**src/cmo_pkg.sv**
```systemverilog
// Purpose: Constants for the cache maintenance operation engine
// Assumes: One core clock, cache arrays sit outside this block
// Notes: Offsets, widths, reset values and codes live here
package cmo_pkg;
  localparam int OP_HI = 20;
  localparam int OP_LO = 18;
  localparam int SEL_HI = 17;
  localparam int SEL_LO = 16;
  localparam int ADDR_W = 32;
  localparam int TAG_W = 32;
  localparam int DATA_W = 32;
  localparam int IDX_HI = 13;
  localparam int IDX_LO = 5;
  localparam int IDX_W = IDX_HI - IDX_LO + 1;
  localparam int LINE_OFF_W = IDX_LO;
  localparam int DATA_ALIGN_LO = 3;
  localparam logic [2:0] OP_IDX_INV = 3'h0;
  localparam logic [2:0] OP_LOAD_TAG = 3'h1;
  localparam logic [2:0] OP_STORE_TAG = 3'h2;
  localparam logic [2:0] OP_IMPL = 3'h3;
  localparam logic [2:0] OP_HIT_INV = 3'h4;
  localparam logic [1:0] SEL_PI = 2'h0;
  localparam logic [1:0] SEL_PD = 2'h1;
  localparam logic [1:0] SEL_TER = 2'h2;
  localparam logic [1:0] SEL_SEC = 2'h3;
  localparam logic [31:0] TAG_RST = 32'h0000_0000;
  localparam logic [31:0] DATA_RST = 32'h0000_0000;
  localparam logic [3:0] WB_CACHES_RST = 4'h0;
  typedef enum logic [2:0] {
    CMO_IDLE, CMO_READ, CMO_WAIT, CMO_WB, CMO_WRITE, CMO_DONE
  } cmo_state_t;
endpackage

```
**src/cmo_engine.sv**
```systemverilog
// Purpose: Executes cache maintenance codes 0 to 3 on one of four caches, code 4 on the two primary caches only
// Assumes: Array read data valid one cycle after rd_req; single clock
// Notes: Pipeline held by busy until done pulses
`timescale 1ns/1ps
module cmo_engine (
  input wire logic clk,
  input wire logic sys_rst,
  input wire logic clk_en,
  input wire logic op_valid,
  input wire logic [31:0] op_instr,
  input wire logic [cmo_pkg::ADDR_W-1:0] op_addr,
  output logic op_busy,
  output logic op_done,
  output logic op_cache_err,
  input wire logic [3:0] cache_wb_mode,
  input wire logic tag_low_wr,
  input wire logic tag_high_wr,
  input wire logic [cmo_pkg::TAG_W-1:0] tag_wdata,
  output logic [cmo_pkg::TAG_W-1:0] tag_low_holding_reg,
  output logic [cmo_pkg::TAG_W-1:0] tag_high_holding_reg,
  output logic [cmo_pkg::DATA_W-1:0] data_low_holding_reg,
  output logic [cmo_pkg::DATA_W-1:0] data_high_holding_reg,
  output logic arr_rd_req,
  output logic arr_wr_req,
  output logic [1:0] arr_sel,
  output logic [cmo_pkg::IDX_W-1:0] arr_index,
  output logic [cmo_pkg::ADDR_W-1:0] arr_addr,
  output logic [cmo_pkg::TAG_W-1:0] arr_wtag_low,
  output logic [cmo_pkg::TAG_W-1:0] arr_wtag_high,
  output logic arr_wvalid,
  input wire logic [cmo_pkg::TAG_W-1:0] arr_rtag_low,
  input wire logic [cmo_pkg::TAG_W-1:0] arr_rtag_high,
  input wire logic [cmo_pkg::DATA_W-1:0] arr_rdata_low,
  input wire logic [cmo_pkg::DATA_W-1:0] arr_rdata_high,
  input wire logic arr_rvalid_bit,
  input wire logic arr_rdirty_bit,
  input wire logic arr_rparity_err,
  output logic mem_wb_req,
  output logic [cmo_pkg::ADDR_W-1:0] mem_wb_addr,
  input wire logic mem_wb_done,
  output logic impl_op_pulse
);

  ////////////////////////////////////////////////////////////////////////////
  // Decode

  cmo_pkg::cmo_state_t state_reg;
  logic [2:0] op_reg;
  logic [1:0] sel_reg;
  logic [cmo_pkg::ADDR_W-1:0] addr_reg;
  logic is_hit;
  logic [cmo_pkg::ADDR_W-1:0] tag_addr;
  logic [3:0] wb_cache;
  logic wb_go;
  logic hit_go;

  assign op_busy = (state_reg != cmo_pkg::CMO_IDLE) | op_valid;
  assign arr_sel = sel_reg;
  assign arr_index = addr_reg[cmo_pkg::IDX_HI:cmo_pkg::IDX_LO];
  // Aligned access, low byte bits cleared
  assign arr_addr = {addr_reg[cmo_pkg::ADDR_W-1:cmo_pkg::DATA_ALIGN_LO],
                     {cmo_pkg::DATA_ALIGN_LO{1'b0}}};
  assign arr_rd_req = (state_reg == cmo_pkg::CMO_READ);
  assign is_hit = arr_rvalid_bit &
    (arr_rtag_low[cmo_pkg::ADDR_W-1:cmo_pkg::IDX_HI+1] ==
     addr_reg[cmo_pkg::ADDR_W-1:cmo_pkg::IDX_HI+1]);
  // Line address rebuilt from stored tag
  assign tag_addr = {arr_rtag_low[cmo_pkg::ADDR_W-1:cmo_pkg::IDX_HI+1],
                     addr_reg[cmo_pkg::IDX_HI:cmo_pkg::IDX_LO],
                     {cmo_pkg::LINE_OFF_W{1'b0}}};

  // Write-back policy per select; primary I-cache is never dirty
  for (genvar gi = 0; gi < 4; gi++) begin : g_wb_mode
    if (gi == 0) begin : g_icache
      assign wb_cache[gi] = 1'b0;
    end else begin : g_other
      assign wb_cache[gi] = cache_wb_mode[gi];
    end
  end
  assign wb_go = wb_cache[sel_reg] & arr_rvalid_bit &
    arr_rdirty_bit;
  assign hit_go = is_hit & ~sel_reg[1];

  ////////////////////////////////////////////////////////////////////////////
  // Sequencer

  always_ff @(posedge clk or posedge sys_rst) begin
    if (sys_rst) begin
      state_reg <= cmo_pkg::CMO_IDLE;
    end else if (clk_en) begin
      unique case (state_reg)
        cmo_pkg::CMO_IDLE: begin
          if (op_valid) begin
            state_reg <= cmo_pkg::CMO_READ;
          end
        end
        cmo_pkg::CMO_READ: begin
          state_reg <= cmo_pkg::CMO_WAIT;
        end
        cmo_pkg::CMO_WAIT: begin
          if (op_reg == cmo_pkg::OP_IDX_INV && wb_go) begin
            state_reg <= cmo_pkg::CMO_WB;
          end else begin
            state_reg <= cmo_pkg::CMO_DONE;
          end
        end
        cmo_pkg::CMO_WB: begin
          if (mem_wb_done) begin
            state_reg <= cmo_pkg::CMO_DONE;
          end
        end
        cmo_pkg::CMO_WRITE: begin
          state_reg <= cmo_pkg::CMO_DONE;
        end
        cmo_pkg::CMO_DONE: begin
          state_reg <= cmo_pkg::CMO_IDLE;
        end
      endcase
    end
  end

  ////////////////////////////////////////////////////////////////////////////
  // Request capture

  always_ff @(posedge clk or posedge sys_rst) begin
    if (sys_rst) begin
      op_reg <= 3'h0;
      sel_reg <= 2'h0;
      addr_reg <= '0;
    end else if (clk_en) begin
      if (state_reg == cmo_pkg::CMO_IDLE && op_valid) begin
        op_reg <= op_instr[cmo_pkg::OP_HI:cmo_pkg::OP_LO];
        sel_reg <= op_instr[cmo_pkg::SEL_HI:cmo_pkg::SEL_LO];
        addr_reg <= op_addr;
      end
    end
  end

  ////////////////////////////////////////////////////////////////////////////
  // Writeback

  always_ff @(posedge clk or posedge sys_rst) begin
    if (sys_rst) begin
      mem_wb_req <= 1'b0;
      mem_wb_addr <= '0;
    end else if (clk_en) begin
      if (state_reg == cmo_pkg::CMO_WAIT &&
          op_reg == cmo_pkg::OP_IDX_INV && wb_go) begin
        mem_wb_req <= 1'b1;
        mem_wb_addr <= tag_addr;
      end else if (state_reg == cmo_pkg::CMO_WB && mem_wb_done) begin
        mem_wb_req <= 1'b0;
      end
    end
  end

  ////////////////////////////////////////////////////////////////////////////
  // Array write

  always_ff @(posedge clk or posedge sys_rst) begin
    if (sys_rst) begin
      arr_wr_req <= 1'b0;
      arr_wvalid <= 1'b0;
      arr_wtag_low <= cmo_pkg::TAG_RST;
      arr_wtag_high <= cmo_pkg::TAG_RST;
    end else if (clk_en) begin
      arr_wr_req <= 1'b0;
      if (state_reg == cmo_pkg::CMO_WAIT) begin
        unique case (op_reg)
          cmo_pkg::OP_IDX_INV: begin
            if (!wb_go) begin
              // I-cache, clean or write-through: no writeback
              arr_wr_req <= 1'b1;
              arr_wvalid <= 1'b0;
              arr_wtag_low <= arr_rtag_low;
              arr_wtag_high <= arr_rtag_high;
            end
          end
          cmo_pkg::OP_STORE_TAG: begin
            arr_wr_req <= 1'b1;
            arr_wvalid <= tag_low_holding_reg[0];
            arr_wtag_low <= tag_low_holding_reg;
            arr_wtag_high <= tag_high_holding_reg;
          end
          cmo_pkg::OP_HIT_INV: begin
            if (hit_go) begin
              arr_wr_req <= 1'b1;
              arr_wvalid <= 1'b0;
              arr_wtag_low <= arr_rtag_low;
              arr_wtag_high <= arr_rtag_high;
            end
          end
          default: begin
            // Load tag, code 3 and codes 5 to 7 write nothing
            arr_wr_req <= 1'b0;
          end
        endcase
      end else if (state_reg == cmo_pkg::CMO_WB && mem_wb_done) begin
        arr_wr_req <= 1'b1;
        arr_wvalid <= 1'b0;
      end
    end
  end

  ////////////////////////////////////////////////////////////////////////////
  // Completion pulses

  always_ff @(posedge clk or posedge sys_rst) begin
    if (sys_rst) begin
      op_done <= 1'b0;
      impl_op_pulse <= 1'b0;
    end else if (clk_en) begin
      op_done <= (state_reg == cmo_pkg::CMO_DONE);
      impl_op_pulse <= (state_reg == cmo_pkg::CMO_WAIT) &&
        (op_reg == cmo_pkg::OP_IMPL);
    end
  end

  ////////////////////////////////////////////////////////////////////////////
  // Holding registers

  always_ff @(posedge clk or posedge sys_rst) begin
    if (sys_rst) begin
      tag_low_holding_reg <= cmo_pkg::TAG_RST;
    end else if (clk_en) begin
      if (state_reg == cmo_pkg::CMO_WAIT &&
          op_reg == cmo_pkg::OP_LOAD_TAG) begin
        tag_low_holding_reg <= arr_rtag_low;
      end else if (tag_low_wr) begin
        tag_low_holding_reg <= tag_wdata;
      end
    end
  end

  always_ff @(posedge clk or posedge sys_rst) begin
    if (sys_rst) begin
      tag_high_holding_reg <= cmo_pkg::TAG_RST;
    end else if (clk_en) begin
      if (state_reg == cmo_pkg::CMO_WAIT &&
          op_reg == cmo_pkg::OP_LOAD_TAG) begin
        tag_high_holding_reg <= arr_rtag_high;
      end else if (tag_high_wr) begin
        tag_high_holding_reg <= tag_wdata;
      end
    end
  end

  always_ff @(posedge clk or posedge sys_rst) begin
    if (sys_rst) begin
      data_low_holding_reg <= cmo_pkg::DATA_RST;
    end else if (clk_en) begin
      if (state_reg == cmo_pkg::CMO_WAIT &&
          op_reg == cmo_pkg::OP_LOAD_TAG) begin
        data_low_holding_reg <= arr_rdata_low;
      end
    end
  end

  always_ff @(posedge clk or posedge sys_rst) begin
    if (sys_rst) begin
      data_high_holding_reg <= cmo_pkg::DATA_RST;
    end else if (clk_en) begin
      if (state_reg == cmo_pkg::CMO_WAIT &&
          op_reg == cmo_pkg::OP_LOAD_TAG) begin
        data_high_holding_reg <= arr_rdata_high;
      end
    end
  end

  ////////////////////////////////////////////////////////////////////////////
  // Cache error report

  always_ff @(posedge clk or posedge sys_rst) begin
    if (sys_rst) begin
      op_cache_err <= 1'b0;
    end else if (clk_en) begin
      // Tag load/store never flag an error
      op_cache_err <= (state_reg == cmo_pkg::CMO_WAIT) && arr_rparity_err &&
        (op_reg != cmo_pkg::OP_LOAD_TAG) &&
        (op_reg != cmo_pkg::OP_STORE_TAG);
    end
  end

endmodule

```
**config.mk**
```make
export PLATFORM = sky130hd
export DESIGN_NAME = cmo_engine
export DESIGN_NICKNAME = d
export VERILOG_FILES = /design/src/cmo_pkg.sv /design/src/cmo_engine.sv
export SDC_FILE = /design/constraint.sdc
export NUM_CORES = 1
export LEC_CHECK = 0
export ABC_AREA = 1
export BUFFER_PORTS_ARGS = -buffer_cell sky130_fd_sc_hd__buf_4
export CAP_MARGIN = 20
export CORE_AREA = 2 2 200 202
export CTS_CLUSTER_DIAMETER = 100
export DETAILED_ROUTE_END_ITERATION = 7
export DIE_AREA = 0 0 202 204
export SYNTH_ARGS = -nofsm -noshare
export SYNTH_HDL_FRONTEND = slang
export SYNTH_SLANG_ARGS = --single-unit
```
**constraint.sdc**
```tcl
create_clock -name clk -period 10.7 [get_ports clk]
set_clock_uncertainty 0.2 [all_clocks]
set_input_delay 2.675 -clock clk [delete_from_list [all_inputs] [get_ports clk]]
set_output_delay 2.675 -clock clk [all_outputs]
set_load 0.05 [all_outputs]
```
**Yosys cells after proc, flatten, opt, wreduce, memory -nomap -nowiden**

Cells that the tools add are included.

- Logic and storage cells: 97
- Input bits: 238
- Flip-flop bits (word level): 265
- Output and inout port bits: 275

- Eq/ne operators: 19
- Reductions and logical operators: 27
- Muxes and demuxes: 27
- Bitwise gates (word level): 6
- Order comparisons: 1

Operators by type and width:

| cell | count |
|---|---|
| $mux W32 | 8 |
| $pmux W32 S3 | 2 |
| $eq A18 B18 Y1 | 1 |
| $pmux W3 S6 | 1 |
| $eq A3 B2 Y1 const B | 4 |
| $reduce_and A2 Y1 | 6 |
| $logic_and A1 B1 Y1 | 10 |
| $mux W1 | 10 |
| $reduce_and A5 Y1 | 2 |
| $eq A3 B3 Y1 const B | 3 |
| $mux W3 | 3 |
| $ne A2 B2 Y1 const B | 4 |
| $reduce_bool A2 Y1 | 4 |
| $eq A3 B1 Y1 const B | 2 |
| $logic_not A3 Y1 | 2 |
| $ne A3 B3 Y1 const B | 2 |
| $pmux W1 S3 | 2 |
| $reduce_bool A3 Y1 | 2 |
| $and A1 B1 Y1 | 4 |
| $ne A4 B2 Y1 const B | 1 |
| $lt A2 B3 Y1 const B | 1 |
| $ne A3 B1 Y1 const B | 1 |
| $ne A3 B2 Y1 const B | 1 |
| $reduce_and A3 Y1 | 1 |
| other kinds (3) | 3 |

**Logic depth before layout (Yosys ltp)**

Gate-level depths: netlist of run 1.

- Word-level depth: 7
- Mapped depth: 13
- Depth with buffers taken out: 11

**Worst setup path before layout of run 1**

Ideal clock, no wire load.

- Kind: input to output
- Start: input port op_valid
- End: output port op_busy
- Stages on the path: 1
- Buffers on the path: 0
- Arrival: 3.148 ns
- Required time: 7.825 ns
- Setup slack: 4.677 ns
- Cell sequence: nand3b_1

- Longest elaborated chain between the ends: 1

Ends and longest elaborated chain:

| what | line | source |
|---|---|---|
| start: declaration | cmo_engine.sv:9 | `input wire logic op_valid,` |
| $or A1 B1 Y1 | cmo_engine.sv:57 | `assign op_busy = (state_reg != cmo_pkg::CMO_IDLE) \| op_valid;` |
| end: declaration | cmo_engine.sv:12 | `output logic op_busy,` |

No other way between the ends.

**Final worst setup path of run 1**

Same ends and word-level chain as after synthesis.

==> run summary, run 1 <==
Status -> complete, no violations
Synth Instances -> 1153
Die W -> 202 um
Highest net fanout along the worst path -> 2
Critical path launch point type -> input pin
Area of the mapped netlist -> 11600 um^2
Average cell area after synthesis -> 10.0 um^2
Achievable Freq -> 0.165 GHz
Portion of the clock cycle consumed by the worst path in the final layout -> 56.6%
Time the worst path needs with I/O delays and setup -> 6.06 ns
Met3 Resource Use GR -> 5.44%
Proportion of register bits with asynchronous set or reset after synthesis -> 100%
Total number of clock tree sinks -> 262
Worst-case reg-to-reg path depth -> 9
Average detailed-routed wire length per instance -> 18.4 um
# rows -> 73
Via total after detailed routing -> 9845
Largest incremental delay on the critical path -> 0.21 ns
Number of different library cells in the post-synthesis netlist -> 35
Share of layout cells above drive strength 1 -> 38.3%
Post-CTS Resized -> 0
Sequential share of the synthesized area -> 56.6%
Overall overflow remaining after global route -> 0
Crit path DAT -> 3.18 ns
CTS tree -> yes
Transition time at the pin with the least slew margin -> 1.08 ns
Top post-synthesis cells by area -> sky130_fd_sc_hd__dfrtp_1, sky130_fd_sc_hd__nand2_1, sky130_fd_sc_hd__mux2_4
Total die area -> 41200 um^2
Most common cell in the netlist -> sky130_fd_sc_hd__nand2_1
Drt first-iter violations -> 561
Worst path depth -> 3
Post-synthesis register bit count -> 262
Core area -> 39200 um^2
Routing usage on met2 -> 30.3%
CTS H-tree lvls -> 1
Slew Viols, Final -> 0
Final Instance Count excl. Fillers -> 2140
Count of input and output buffers -> 473
Met1 track demand over resource -> 23.3%
Cell repeated most along the worst path -> sky130_fd_sc_hd__buf_4
Hold_buf cts -> 0
Number of antenna-violating nets in the routed design -> 0
Initial standard-cell utilization of the core -> 29.5%
Path type of the worst setup path -> in2out
Slowest library cell on the worst path -> sky130_fd_sc_hd__buf_4
Static leakage -> 8.75 nW
Worst path required time -> 7.83 ns
CP Buf/Inv Count -> 2
Ports -> 513
Final-layout setup total negative slack -> 0 ns
Number of buffers on the longest clock path -> 3
Number of synthesized flops with an enable pin -> 0
Via count of the first global-routing pass -> 9718
Die Y-Extent -> 204 um
Type of the tightest min-delay check -> reg2reg
Power per cell area -> 299 nW/um^2
Number of nets in the finished design -> 1834
Max-capacitance violation count -> 0
Leading cell types by count after synthesis -> sky130_fd_sc_hd__nand2_1, sky130_fd_sc_hd__dfrtp_1, sky130_fd_sc_hd__nor2_1, sky130_fd_sc_hd__o21ai_0
Clock root buffer -> sky130_fd_sc_hd__clkbuf_16
Wire length after detailed routing -> 39300 um
Synth Warn # -> 0
RSZ-0062 raised after global routing -> false
Primary FF master, synth -> sky130_fd_sc_hd__dfrtp_1
Setup repair bufs after CTS -> 0
Critical Path Sink Type -> primary output
TritonRoute pass-1 iters -> 5
Clock-pin slew reported for the worst setup and hold paths after clock tree synthesis -> 0.06 ns
RD Place Congestion -> 0.820
Via density per instance -> 4.60
Number of clock buffers inserted by TritonCTS -> 31
Synthesis-to-layout area growth -> 42.5%
Setup-violating endpoint count in the final report -> 0
Number of remaining DRC errors -> 0
Wire length of the first global-routing pass -> 59000 um
Hold depth -> 2
Synth area leader -> sky130_fd_sc_hd__dfrtp_1
Worst skew pair latency -> 0.57 ns
Worst voltage drop across the vdd grid -> 0.000229 V
Number of antenna violations at the first check in global routing -> 2
Worst path top cell family by delay -> buffers and inverters
Total global routing track utilization -> 18.4%
Fraction of post-synthesis cell area in the top cell type by area -> 56.6%
Estimated wirelength of the detail-placed design -> 28700 um
Largest net degree at the start of global routing -> 134
Crit-path cells -> buf_4 > nand3b_1 > buf_4
Final Hold Vio Count -> 0
Placed Cells incl. Taps -> 2088
Most crowded layer after global routing -> met2
Tightest slew margin relative to the limit -> 27.8%
==> metrics by stage <==
stage          util [%]  hold WS (ns)  area (um^2)  setup WS [ns]  power (mW)
2_1_floorplan         -         0.343        11600          0.613        3.10
3_3_place_gp       39.4         0.265        15400           4.67        3.85
3_5_place_dp       39.5         0.275        15500           4.65        3.87
4_1_cts            42.1         0.289        16500           4.64        4.98
5_1_grt            42.1         0.317        16500           4.62        5.15
6_report           42.1         0.282        16500           4.64        4.92
==> area by class of cell <==
cell class,count,area (um^2)
Inverter,65,251
Antenna cell,1,2.50
Fill cell,3808,22700
Timing Repair Buffer,483,3660
Sequential cell,262,6560
Multi-Input combinational cell,753,4340
Clock inverter,12,194
Tap cell,525,657
Clock buffer,39,836
==> cells in the final DEF, fill, tap and decap left out, types with 10 or more instances in the layout <==
master / count
sky130_fd_sc_hd__buf_4: 481
sky130_fd_sc_hd__nand2_1: 276
sky130_fd_sc_hd__dfrtp_1: 262
sky130_fd_sc_hd__nor2_1: 111
sky130_fd_sc_hd__o21ai_0: 66
sky130_fd_sc_hd__a31oi_1: 63
sky130_fd_sc_hd__inv_1: 62
sky130_fd_sc_hd__mux2_4: 60
sky130_fd_sc_hd__o21ai_1: 48
sky130_fd_sc_hd__mux2i_1: 45
sky130_fd_sc_hd__clkbuf_16: 31
sky130_fd_sc_hd__a21oi_1: 30
sky130_fd_sc_hd__nand3_1: 10
==> logic make-up after synthesis <==
| family | after synthesis | synth area share, % |
|---|---|---|
| other cells | 1 | 0.0324 |
| mux | 114 | 12.5 |
| simple gates | 415 | 14.2 |
| buf+inv | 145 | 6.31 |
| compound gates | 215 | 10.2 |
| xor+xnor | 1 | 0.0757 |
| flops | 262 | 56.6 |
==> worst reg2reg max path: cells and delay by family (launching register included) <==
family / cells / cell delay [ns]
buf+inv: 3 / 1.24
compound gates: 1 / 0.16
flops: 1 / 0.44
simple gates: 5 / 1.23
==> power breakdown <==
part           total [mW]  leakage, nW  switching [mW]  internal [mW]
Combinational        2.34         4.96            1.61          0.729
Sequential           1.50         3.29           0.209           1.29
Clock                1.09        0.501           0.422          0.665
==> metal layers <==
metal,wire length [um],vias to the layer above
met4,1240,2
met1,16500,4688
met3,3180,67
li1,-,4687
met2,18400,401
met5,9,-
==> worst paths after layout <==
path                              start                  endpoint  slack (ns)
min                          arr_wvalid                arr_wvalid        0.28
max reg2reg                state_reg[2]  tag_high_holding_reg[16]        7.33
max                            op_valid                   op_busy        4.64
min reg2reg                  arr_wvalid                arr_wvalid        0.28
max in group asynchronous       sys_rst  data_low_holding_reg[14]        6.96
min in group asynchronous       sys_rst         arr_wtag_high[24]        2.08
Note: power is estimated with default switching activity, not from simulation.
==> run 2: changes to the inputs <==
Settings changed: CORE_AREA 2 2 200 202 to 2 2 199 201, DIE_AREA 0 0 202 204 to 0 0 201 203.
Clock period 10.7 ns to 5.2 ns, I/O delays scaled along.
==> run 2 against run 1 <==
Against the previous run:
- critical endpoint unchanged
- highest routed layer is now met4
- first-iteration DRC count down 12%
- sequential power up 110%
- largest cell class unchanged
- combinational power up 110%
==> run summary, run 2 (synthesis results as in run 1) <==
Achievable Freq -> 0.305 GHz
Via count of the first global-routing pass -> 9838 (+1.2%)
Type of the tightest min-delay check -> reg2reg
Transition time at the pin with the least slew margin -> 0.881 ns (-0.203 ns)
Power per cell area -> 623 nW/um^2 (+110%)
Worst-case reg-to-reg path depth -> 8 (-1)
Status -> complete, no violations
Via density per instance -> 4.56 (-0.88%)
Max-capacitance violation count -> 0 (unchanged)
Drt first-iter violations -> 496 (-12%)
Slowest library cell on the worst path -> sky130_fd_sc_hd__buf_4
Highest net fanout along the worst path -> 2 (unchanged)
Critical Path Sink Type -> primary output
Slew Viols, Final -> 0 (unchanged)
CTS H-tree lvls -> 2 (+1)
Ports -> 513 (unchanged)
Largest incremental delay on the critical path -> 0.20 ns (about the same)
Static leakage -> 8.84 nW (+1.1%)
Number of nets in the finished design -> 1840 (+0.33%)
Final Total Pwr -> 10.4 mW (+110%)
Setup-violating endpoint count in the final report -> 0 (unchanged)
Worst skew pair latency -> 0.53 ns (-0.04 ns)
Total die area -> 40800 um^2 (-0.98%)
Setup repair bufs after CTS -> 0 (unchanged)
Worst path depth -> 3 (unchanged)
Via total after detailed routing -> 9777 (-0.69%)
Crit-path cells -> buf_4 > nand3b_1 > buf_4
Post-CTS Resized -> 0 (unchanged)
Wire length after detailed routing -> 39000 um (-0.79%)
Number of antenna-violating nets in the routed design -> 0 (unchanged)
Antenna cells -> 0 (-1)
Most frequent standard cell in the layout excluding fill and tap cells -> sky130_fd_sc_hd__buf_4
RSZ-0062 raised after global routing -> false
Average detailed-routed wire length per instance -> 18.2 um (-0.97%)
Largest net degree at the start of global routing -> 110 (-18%)
Core area -> 38500 um^2 (-1.8%)
Worst path required time -> 3.70 ns (-4.13 ns)
Time the worst path needs with I/O delays and setup -> 3.28 ns
Hold_buf cts -> 0 (unchanged)
RD Place Congestion -> 0.859 (+4.8%)
Final Hold Vio Count -> 0 (unchanged)
Startpoint of the most critical setup path -> op_valid
Clock-pin slew reported for the worst setup and hold paths after clock tree synthesis -> 0.05 ns (about the same)
Overall overflow remaining after global route -> 0 (unchanged)
Portion of the clock cycle consumed by the worst path in the final layout -> 63.1%
Cell repeated most along the worst path -> sky130_fd_sc_hd__buf_4
CTS tree -> yes
Hold depth -> 2 (unchanged)
Worst hold start -> arr_wtag_low[0]
Die W -> 201 um (-0.50%)
Die Y-Extent -> 203 um (-0.49%)
Utilization after layout -> 43.3% (+1.2 points)
Total number of clock tree sinks -> 262 (unchanged)
Number of clock buffers inserted by TritonCTS -> 34 (+9.7%)
Number of buffers on the longest clock path -> 3 (unchanged)
Path type of the worst setup path -> in2out
Synthesis-to-layout area growth -> 44.0%
Estimated wirelength of the detail-placed design -> 28200 um (-1.6%)
Tightest slew margin relative to the limit -> 41.3% (+14 points)
Count of input and output buffers -> 473 (unchanged)
Wire length of the first global-routing pass -> 59600 um (+1.1%)
Final-layout setup total negative slack -> 0 ns (unchanged)
Clock root buffer -> sky130_fd_sc_hd__clkbuf_16
CP Buf/Inv Count -> 2 (unchanged)
Worst path top cell family by delay -> buffers and inverters
Critical path launch point type -> input pin
Share of layout cells above drive strength 1 -> 38.7% (+0.39 points)
Top library cells by usage in the layout, fill and taps aside -> sky130_fd_sc_hd__buf_4, sky130_fd_sc_hd__nand2_1, sky130_fd_sc_hd__dfrtp_1
Beginning of the worst register-to-register path -> state_reg[0]
Total global routing track utilization -> 18.8% (+0.43 points)
Number of remaining DRC errors -> 0 (unchanged)
# rows -> 72 (-1.4%)
Crit path DAT -> 1.78 ns (-1.40 ns)
TritonRoute pass-1 iters -> 5 (unchanged)
Worst voltage drop across the vdd grid -> 0.000366 V (+60%)
Initial standard-cell utilization of the core -> 30.1% (+0.55 points)
Number of antenna violations at the first check in global routing -> 1 (-1)
[run 2: cell type report]
class	count	area, um^2
Sequential cell	262	6560
Fill cell	3751	21800
Inverter	65	248
Tap cell	518	648
Clock buffer	49	1030
Clock inverter	11	165
Multi-Input combinational cell	753	4340
Timing Repair Buffer	486	3690
[run 2: routing by layer]
layer	vias up	track usage [%]	routed length, um
met5	-	0	0
met4	0	5.58	984
met3	59	5.92	3050
met2	395	30.6	18400
met1	4631	24.0	16600
li1	4692	-	-
[run 2: path summary, 6_finish.rpt]
path                                             to  slack, ns
max                                         op_busy       1.92
min                                 arr_wtag_low[0]       0.27
max reg2reg                tag_high_holding_reg[26]       1.98
min reg2reg                         arr_wtag_low[0]       0.27
max in group asynchronous               addr_reg[5]       3.20
min in group asynchronous          arr_wtag_low[11]       0.60
[run 2: where the power goes]
| group | internal [mW] | leakage, nW | switching, mW |
|---|---|---|---|
| registers | 2.65 | 3.29 | 0.433 |
| clock network | 1.58 | 0.587 | 0.925 |
| logic | 1.50 | 4.97 | 3.30 |
| total | 5.73 | 8.84 | 4.65 |
[run 2: worst min-delay path: stages, from the launching register on]
cell	delay (ns)
sky130_fd_sc_hd__dfrtp_1	0.34
sky130_fd_sc_hd__nand2_1	0.05
sky130_fd_sc_hd__nand2_1	0.04
[run 2: stage by stage]
step                      hold slack, ns  area, um^2  instances  setup slack [ns]
after detailed placement           0.261       15500       2083              1.35
after global placement             0.262       15500       2083              1.42
after global routing               0.312       16700       2144              1.76
final                              0.271       16700       2144              1.92
after CTS                          0.274       16700       2143              1.91
after floorplan                    0.343       11600       1160             0.244
==> run 3: changes to the inputs <==
Settings changed: ABC_AREA 1 to 0.
Clock period 5.2 ns to 3.2 ns, I/O delays scaled along.
==> run 3 against run 2 <==
Against the previous run:
- register-to-register slack got worse by 1.7 ns
- critical path type is now reg2reg
- flip-flop and latch count unchanged
- critical path depth increased by 5
- routed wire length decreased by 1.7%
- utilization decreased by 0.062 points
- sequential share of layout area increased by 0.056 points
- final area decreased by 0.14%
- synthesized area decreased by 0.85%
- total power increased by 70%
- largest cell class unchanged
- via count decreased by 8.7%
==> run summary, run 3 <==
Setup repair bufs after CTS -> 0 (unchanged)
Via count of the first global-routing pass -> 9325 (-5.2%)
Wire length of the first global-routing pass -> 57300 um (-3.8%)
Static leakage -> 8.06 nW (-8.8%)
TritonRoute pass-1 iters -> 4 (-1)
Worst path required time -> 3.43 ns (-0.27 ns)
CTS H-tree lvls -> 1 (-1)
Worst voltage drop across the vdd grid -> 0.000580 V (+58%)
Number of remaining DRC errors -> 0 (unchanged)
Clock root buffer -> sky130_fd_sc_hd__clkbuf_16
Critical Path Sink Type -> flip-flop
Max-capacitance violation count -> 0 (unchanged)
Proportion of register bits with asynchronous set or reset after synthesis -> 100% (unchanged)
Post-synthesis register bit count -> 262 (unchanged)
RD Place Congestion -> 0.845 (-1.7%)
Die Y-Extent -> 203 um (unchanged)
Path type of the worst setup path -> reg2reg
Average cell area after synthesis -> 12.7 um^2 (+26%)
Achievable Freq -> 0.346 GHz
Die W -> 201 um (unchanged)
# rows -> 72 (unchanged)
Via density per instance -> 4.66 (+2.2%)
Worst skew pair latency -> 0.58 ns (+0.05 ns)
Wire length after detailed routing -> 38400 um (-1.7%)
Reg power frac -> 30.1% (+0.4 points)
Time the worst path needs with I/O delays and setup -> 2.89 ns
Area of the mapped netlist -> 11500 um^2 (-0.85%)
Number of antenna-violating nets in the routed design -> 0 (unchanged)
Worst path depth -> 8 (+5)
Total internal power -> 9.37 mW (+63%)
Reg2reg setup slack -> 0.31 ns (-1.67 ns)
Power per cell area -> 1060 nW/um^2 (+70%)
Most common cell in the netlist -> sky130_fd_sc_hd__dfrtp_1
Synthesis-to-layout area growth -> 45.1%
Top post-synthesis cells by area -> sky130_fd_sc_hd__dfrtp_1, sky130_fd_sc_hd__mux2_2, sky130_fd_sc_hd__a21oi_1
Status -> complete, no violations
Clock-pin slew reported for the worst setup and hold paths after clock tree synthesis -> 0.06 ns (about the same)
Core area -> 38500 um^2 (unchanged)
Cell repeated most along the worst path -> sky130_fd_sc_hd__buf_4
Tightest slew margin relative to the limit -> 61.6% (+20 points)
Gate power share -> 50.6% (+4.4 points)
Critical path endpoint -> arr_wtag_high[17]
Synth Instances -> 904 (-22%)
Startpoint of the most critical setup path -> addr_reg[22]
Crit-path cells -> xor2_1 > nor4_1 > buf_4 > nand4_1 > buf_4 > o31ai_4 > buf_12 > mux2_1
Critical path launch point type -> flip-flop
Total die area -> 40800 um^2 (unchanged)
Sequential share of the synthesized area -> 57.1% (+0.49 points)
Type of the tightest min-delay check -> in2async
Worst hold slack -> 0.0380 ns (-0.233 ns)
Worst-case reg-to-reg path depth -> 8 (unchanged)
Average detailed-routed wire length per instance -> 20.0 um (+10%)
Beginning of the worst register-to-register path -> addr_reg[22]
Initial standard-cell utilization of the core -> 29.8% (-0.26 points)
Highest net fanout along the worst path -> 36 (+34)
Final-layout setup total negative slack -> 0 ns (unchanged)
Final Instance Count excl. Fillers -> 1915 (-11%)
Worst Setup Slack, final -> 0.306 ns (-1.61 ns)
CP Buf/Inv Count -> 3 (+1)
CTS tree -> yes
Slowest library cell on the worst path -> sky130_fd_sc_hd__nor4_1
Primary FF master, synth -> sky130_fd_sc_hd__dfrtp_1
Total global routing track utilization -> 18.3% (-0.49 points)
Top library cells by usage in the layout, fill and taps aside -> sky130_fd_sc_hd__buf_4, sky130_fd_sc_hd__dfrtp_1, sky130_fd_sc_hd__mux2_2
Slew Viols, Final -> 0 (unchanged)
Overall overflow remaining after global route -> 0 (unchanged)
Switching fraction of total power -> 46.9% (+2.1 points)
Placed cell areas -> 15700 um^2 (+1.4%)
Share of layout cells above drive strength 1 -> 54.6% (+16 points)
Placed Cells incl. Taps -> 1858 (-11%)
Share of total power in the clock network -> 19.2% (-4.9 points)
Number of different library cells in the post-synthesis netlist -> 38 (+8.6%)
Count of input and output buffers -> 473 (unchanged)
Final Total Pwr -> 17.6 mW (+70%)
Worst path top cell family by delay -> buffers and inverters
Synth Warn # -> 0 (unchanged)
Worst R2R End -> arr_wtag_high[17]
Number of nets in the finished design -> 1611 (-12%)
Largest net degree at the start of global routing -> 81 (-26%)
Crit path DAT -> 3.13 ns (+1.35 ns)
Final cell area excluding filler cells -> 16600 um^2 (-0.14%)
Antenna cells -> 0 (unchanged)
Total number of clock tree sinks -> 262 (unchanged)
Synth area leader -> sky130_fd_sc_hd__dfrtp_1
Utilization after layout -> 43.3% (-0.062 points)
RSZ-0062 raised after global routing -> false
Leading cell types by count after synthesis -> sky130_fd_sc_hd__dfrtp_1, sky130_fd_sc_hd__mux2_2, sky130_fd_sc_hd__a21oi_1, sky130_fd_sc_hd__nor2_1, sky130_fd_sc_hd__mux2_1
Transition time at the pin with the least slew margin -> 0.571 ns (-0.309 ns)
Place WS -> -0.242 ns (-1.59 ns)
Estimated wirelength of the detail-placed design -> 28700 um (+1.6%)
Most frequent standard cell in the layout excluding fill and tap cells -> sky130_fd_sc_hd__buf_4
NetSw -> 8.26 mW (+77%)
Via total after detailed routing -> 8924 (-8.7%)
Setup-violating endpoint count in the final report -> 0 (unchanged)
Number of clock buffers inserted by TritonCTS -> 31 (-8.8%)
Number of antenna violations at the first check in global routing -> 1 (unchanged)
Hold_buf cts -> 0 (unchanged)
Drt first-iter violations -> 308 (-38%)
Largest incremental delay on the critical path -> 0.42 ns (+0.22 ns)
Number of synthesized flops with an enable pin -> 0 (unchanged)
Final Hold Vio Count -> 0 (unchanged)
Ports -> 513 (unchanged)
Fraction of post-synthesis cell area in the top cell type by area -> 57.1% (+0.49 points)
Number of buffers on the longest clock path -> 3 (unchanged)
Portion of the clock cycle consumed by the worst path in the final layout -> 90.4%
Post-CTS Resized -> 0 (unchanged)
run 3: cell count changes after synthesis, moves of 40 or more:
cell / delta
sky130_fd_sc_hd__a31oi_1: -63
sky130_fd_sc_hd__a21oi_1: +100
sky130_fd_sc_hd__mux2_4: -60
sky130_fd_sc_hd__mux2_1: +49
sky130_fd_sc_hd__nor2_1: -40
sky130_fd_sc_hd__o21ai_0: -59
sky130_fd_sc_hd__o21ai_1: -48
sky130_fd_sc_hd__inv_1: -56
sky130_fd_sc_hd__nand2_1: -264
sky130_fd_sc_hd__mux2i_1: -45
sky130_fd_sc_hd__mux2_2: +193
run 3: how the worst min path moves through the flow:
stage / endpoint / slack [ns]
5_1_grt: arr_wtag_high[27] / 0.04
2_1_floorplan: state_reg[1] / 0.38
3_5_place_dp: arr_wtag_high[5] / 0.28
3_3_place_gp: arr_wtag_low[2] / 0.27
6_report: arr_wtag_high[27] / 0.04
4_1_cts: mem_wb_addr[25] / 0.01
run 3: worst reg2reg max path, cell delays in order (launching register included):
cell,delay [ns]
sky130_fd_sc_hd__dfrtp_1,0.40
sky130_fd_sc_hd__xor2_1,0.21
sky130_fd_sc_hd__nor4_1,0.42
sky130_fd_sc_hd__buf_4,0.18
sky130_fd_sc_hd__nand4_1,0.14
sky130_fd_sc_hd__buf_4,0.19
sky130_fd_sc_hd__o31ai_4,0.34
sky130_fd_sc_hd__buf_12,0.26
sky130_fd_sc_hd__mux2_1,0.42
run 3: area by class of cell:
type	count	area, um^2
Clock buffer	43	871
Clock inverter	14	104
Fill cell	3647	21800
Inverter	7	30.0
Multi-Input combinational cell	569	4520
Sequential cell	262	6560
Tap cell	518	648
Timing Repair Buffer	502	3920
run 3: kinds of logic after synthesis:
logic type	share of synthesized area, %
and+or+nand+nor	5.68
other	0.0327
AOI/OAI and AO/OA	7.19
muxes	24.6
DFF	57.1
xor gates and xnor gates	1.45
buffers and inverters	3.90
run 3: power by group through the flow:
stage,clock (mW),combinational [mW],sequential [mW]
finish,3.39,8.93,5.31
global route,3.65,9.31,5.48
CTS,3.52,9.03,5.32
detailed placement,0,9.01,5.36
global placement,0,8.97,5.31
floorplan,0,2.31,9.01
run 3: metal layers:
layer,routed length [um],up-vias,track usage [%]
li1,-,4080,-
met1,15000,4392,21.6
met2,19400,401,32.8
met3,3100,51,5.25
met4,868,0,4.39
met5,0,-,0
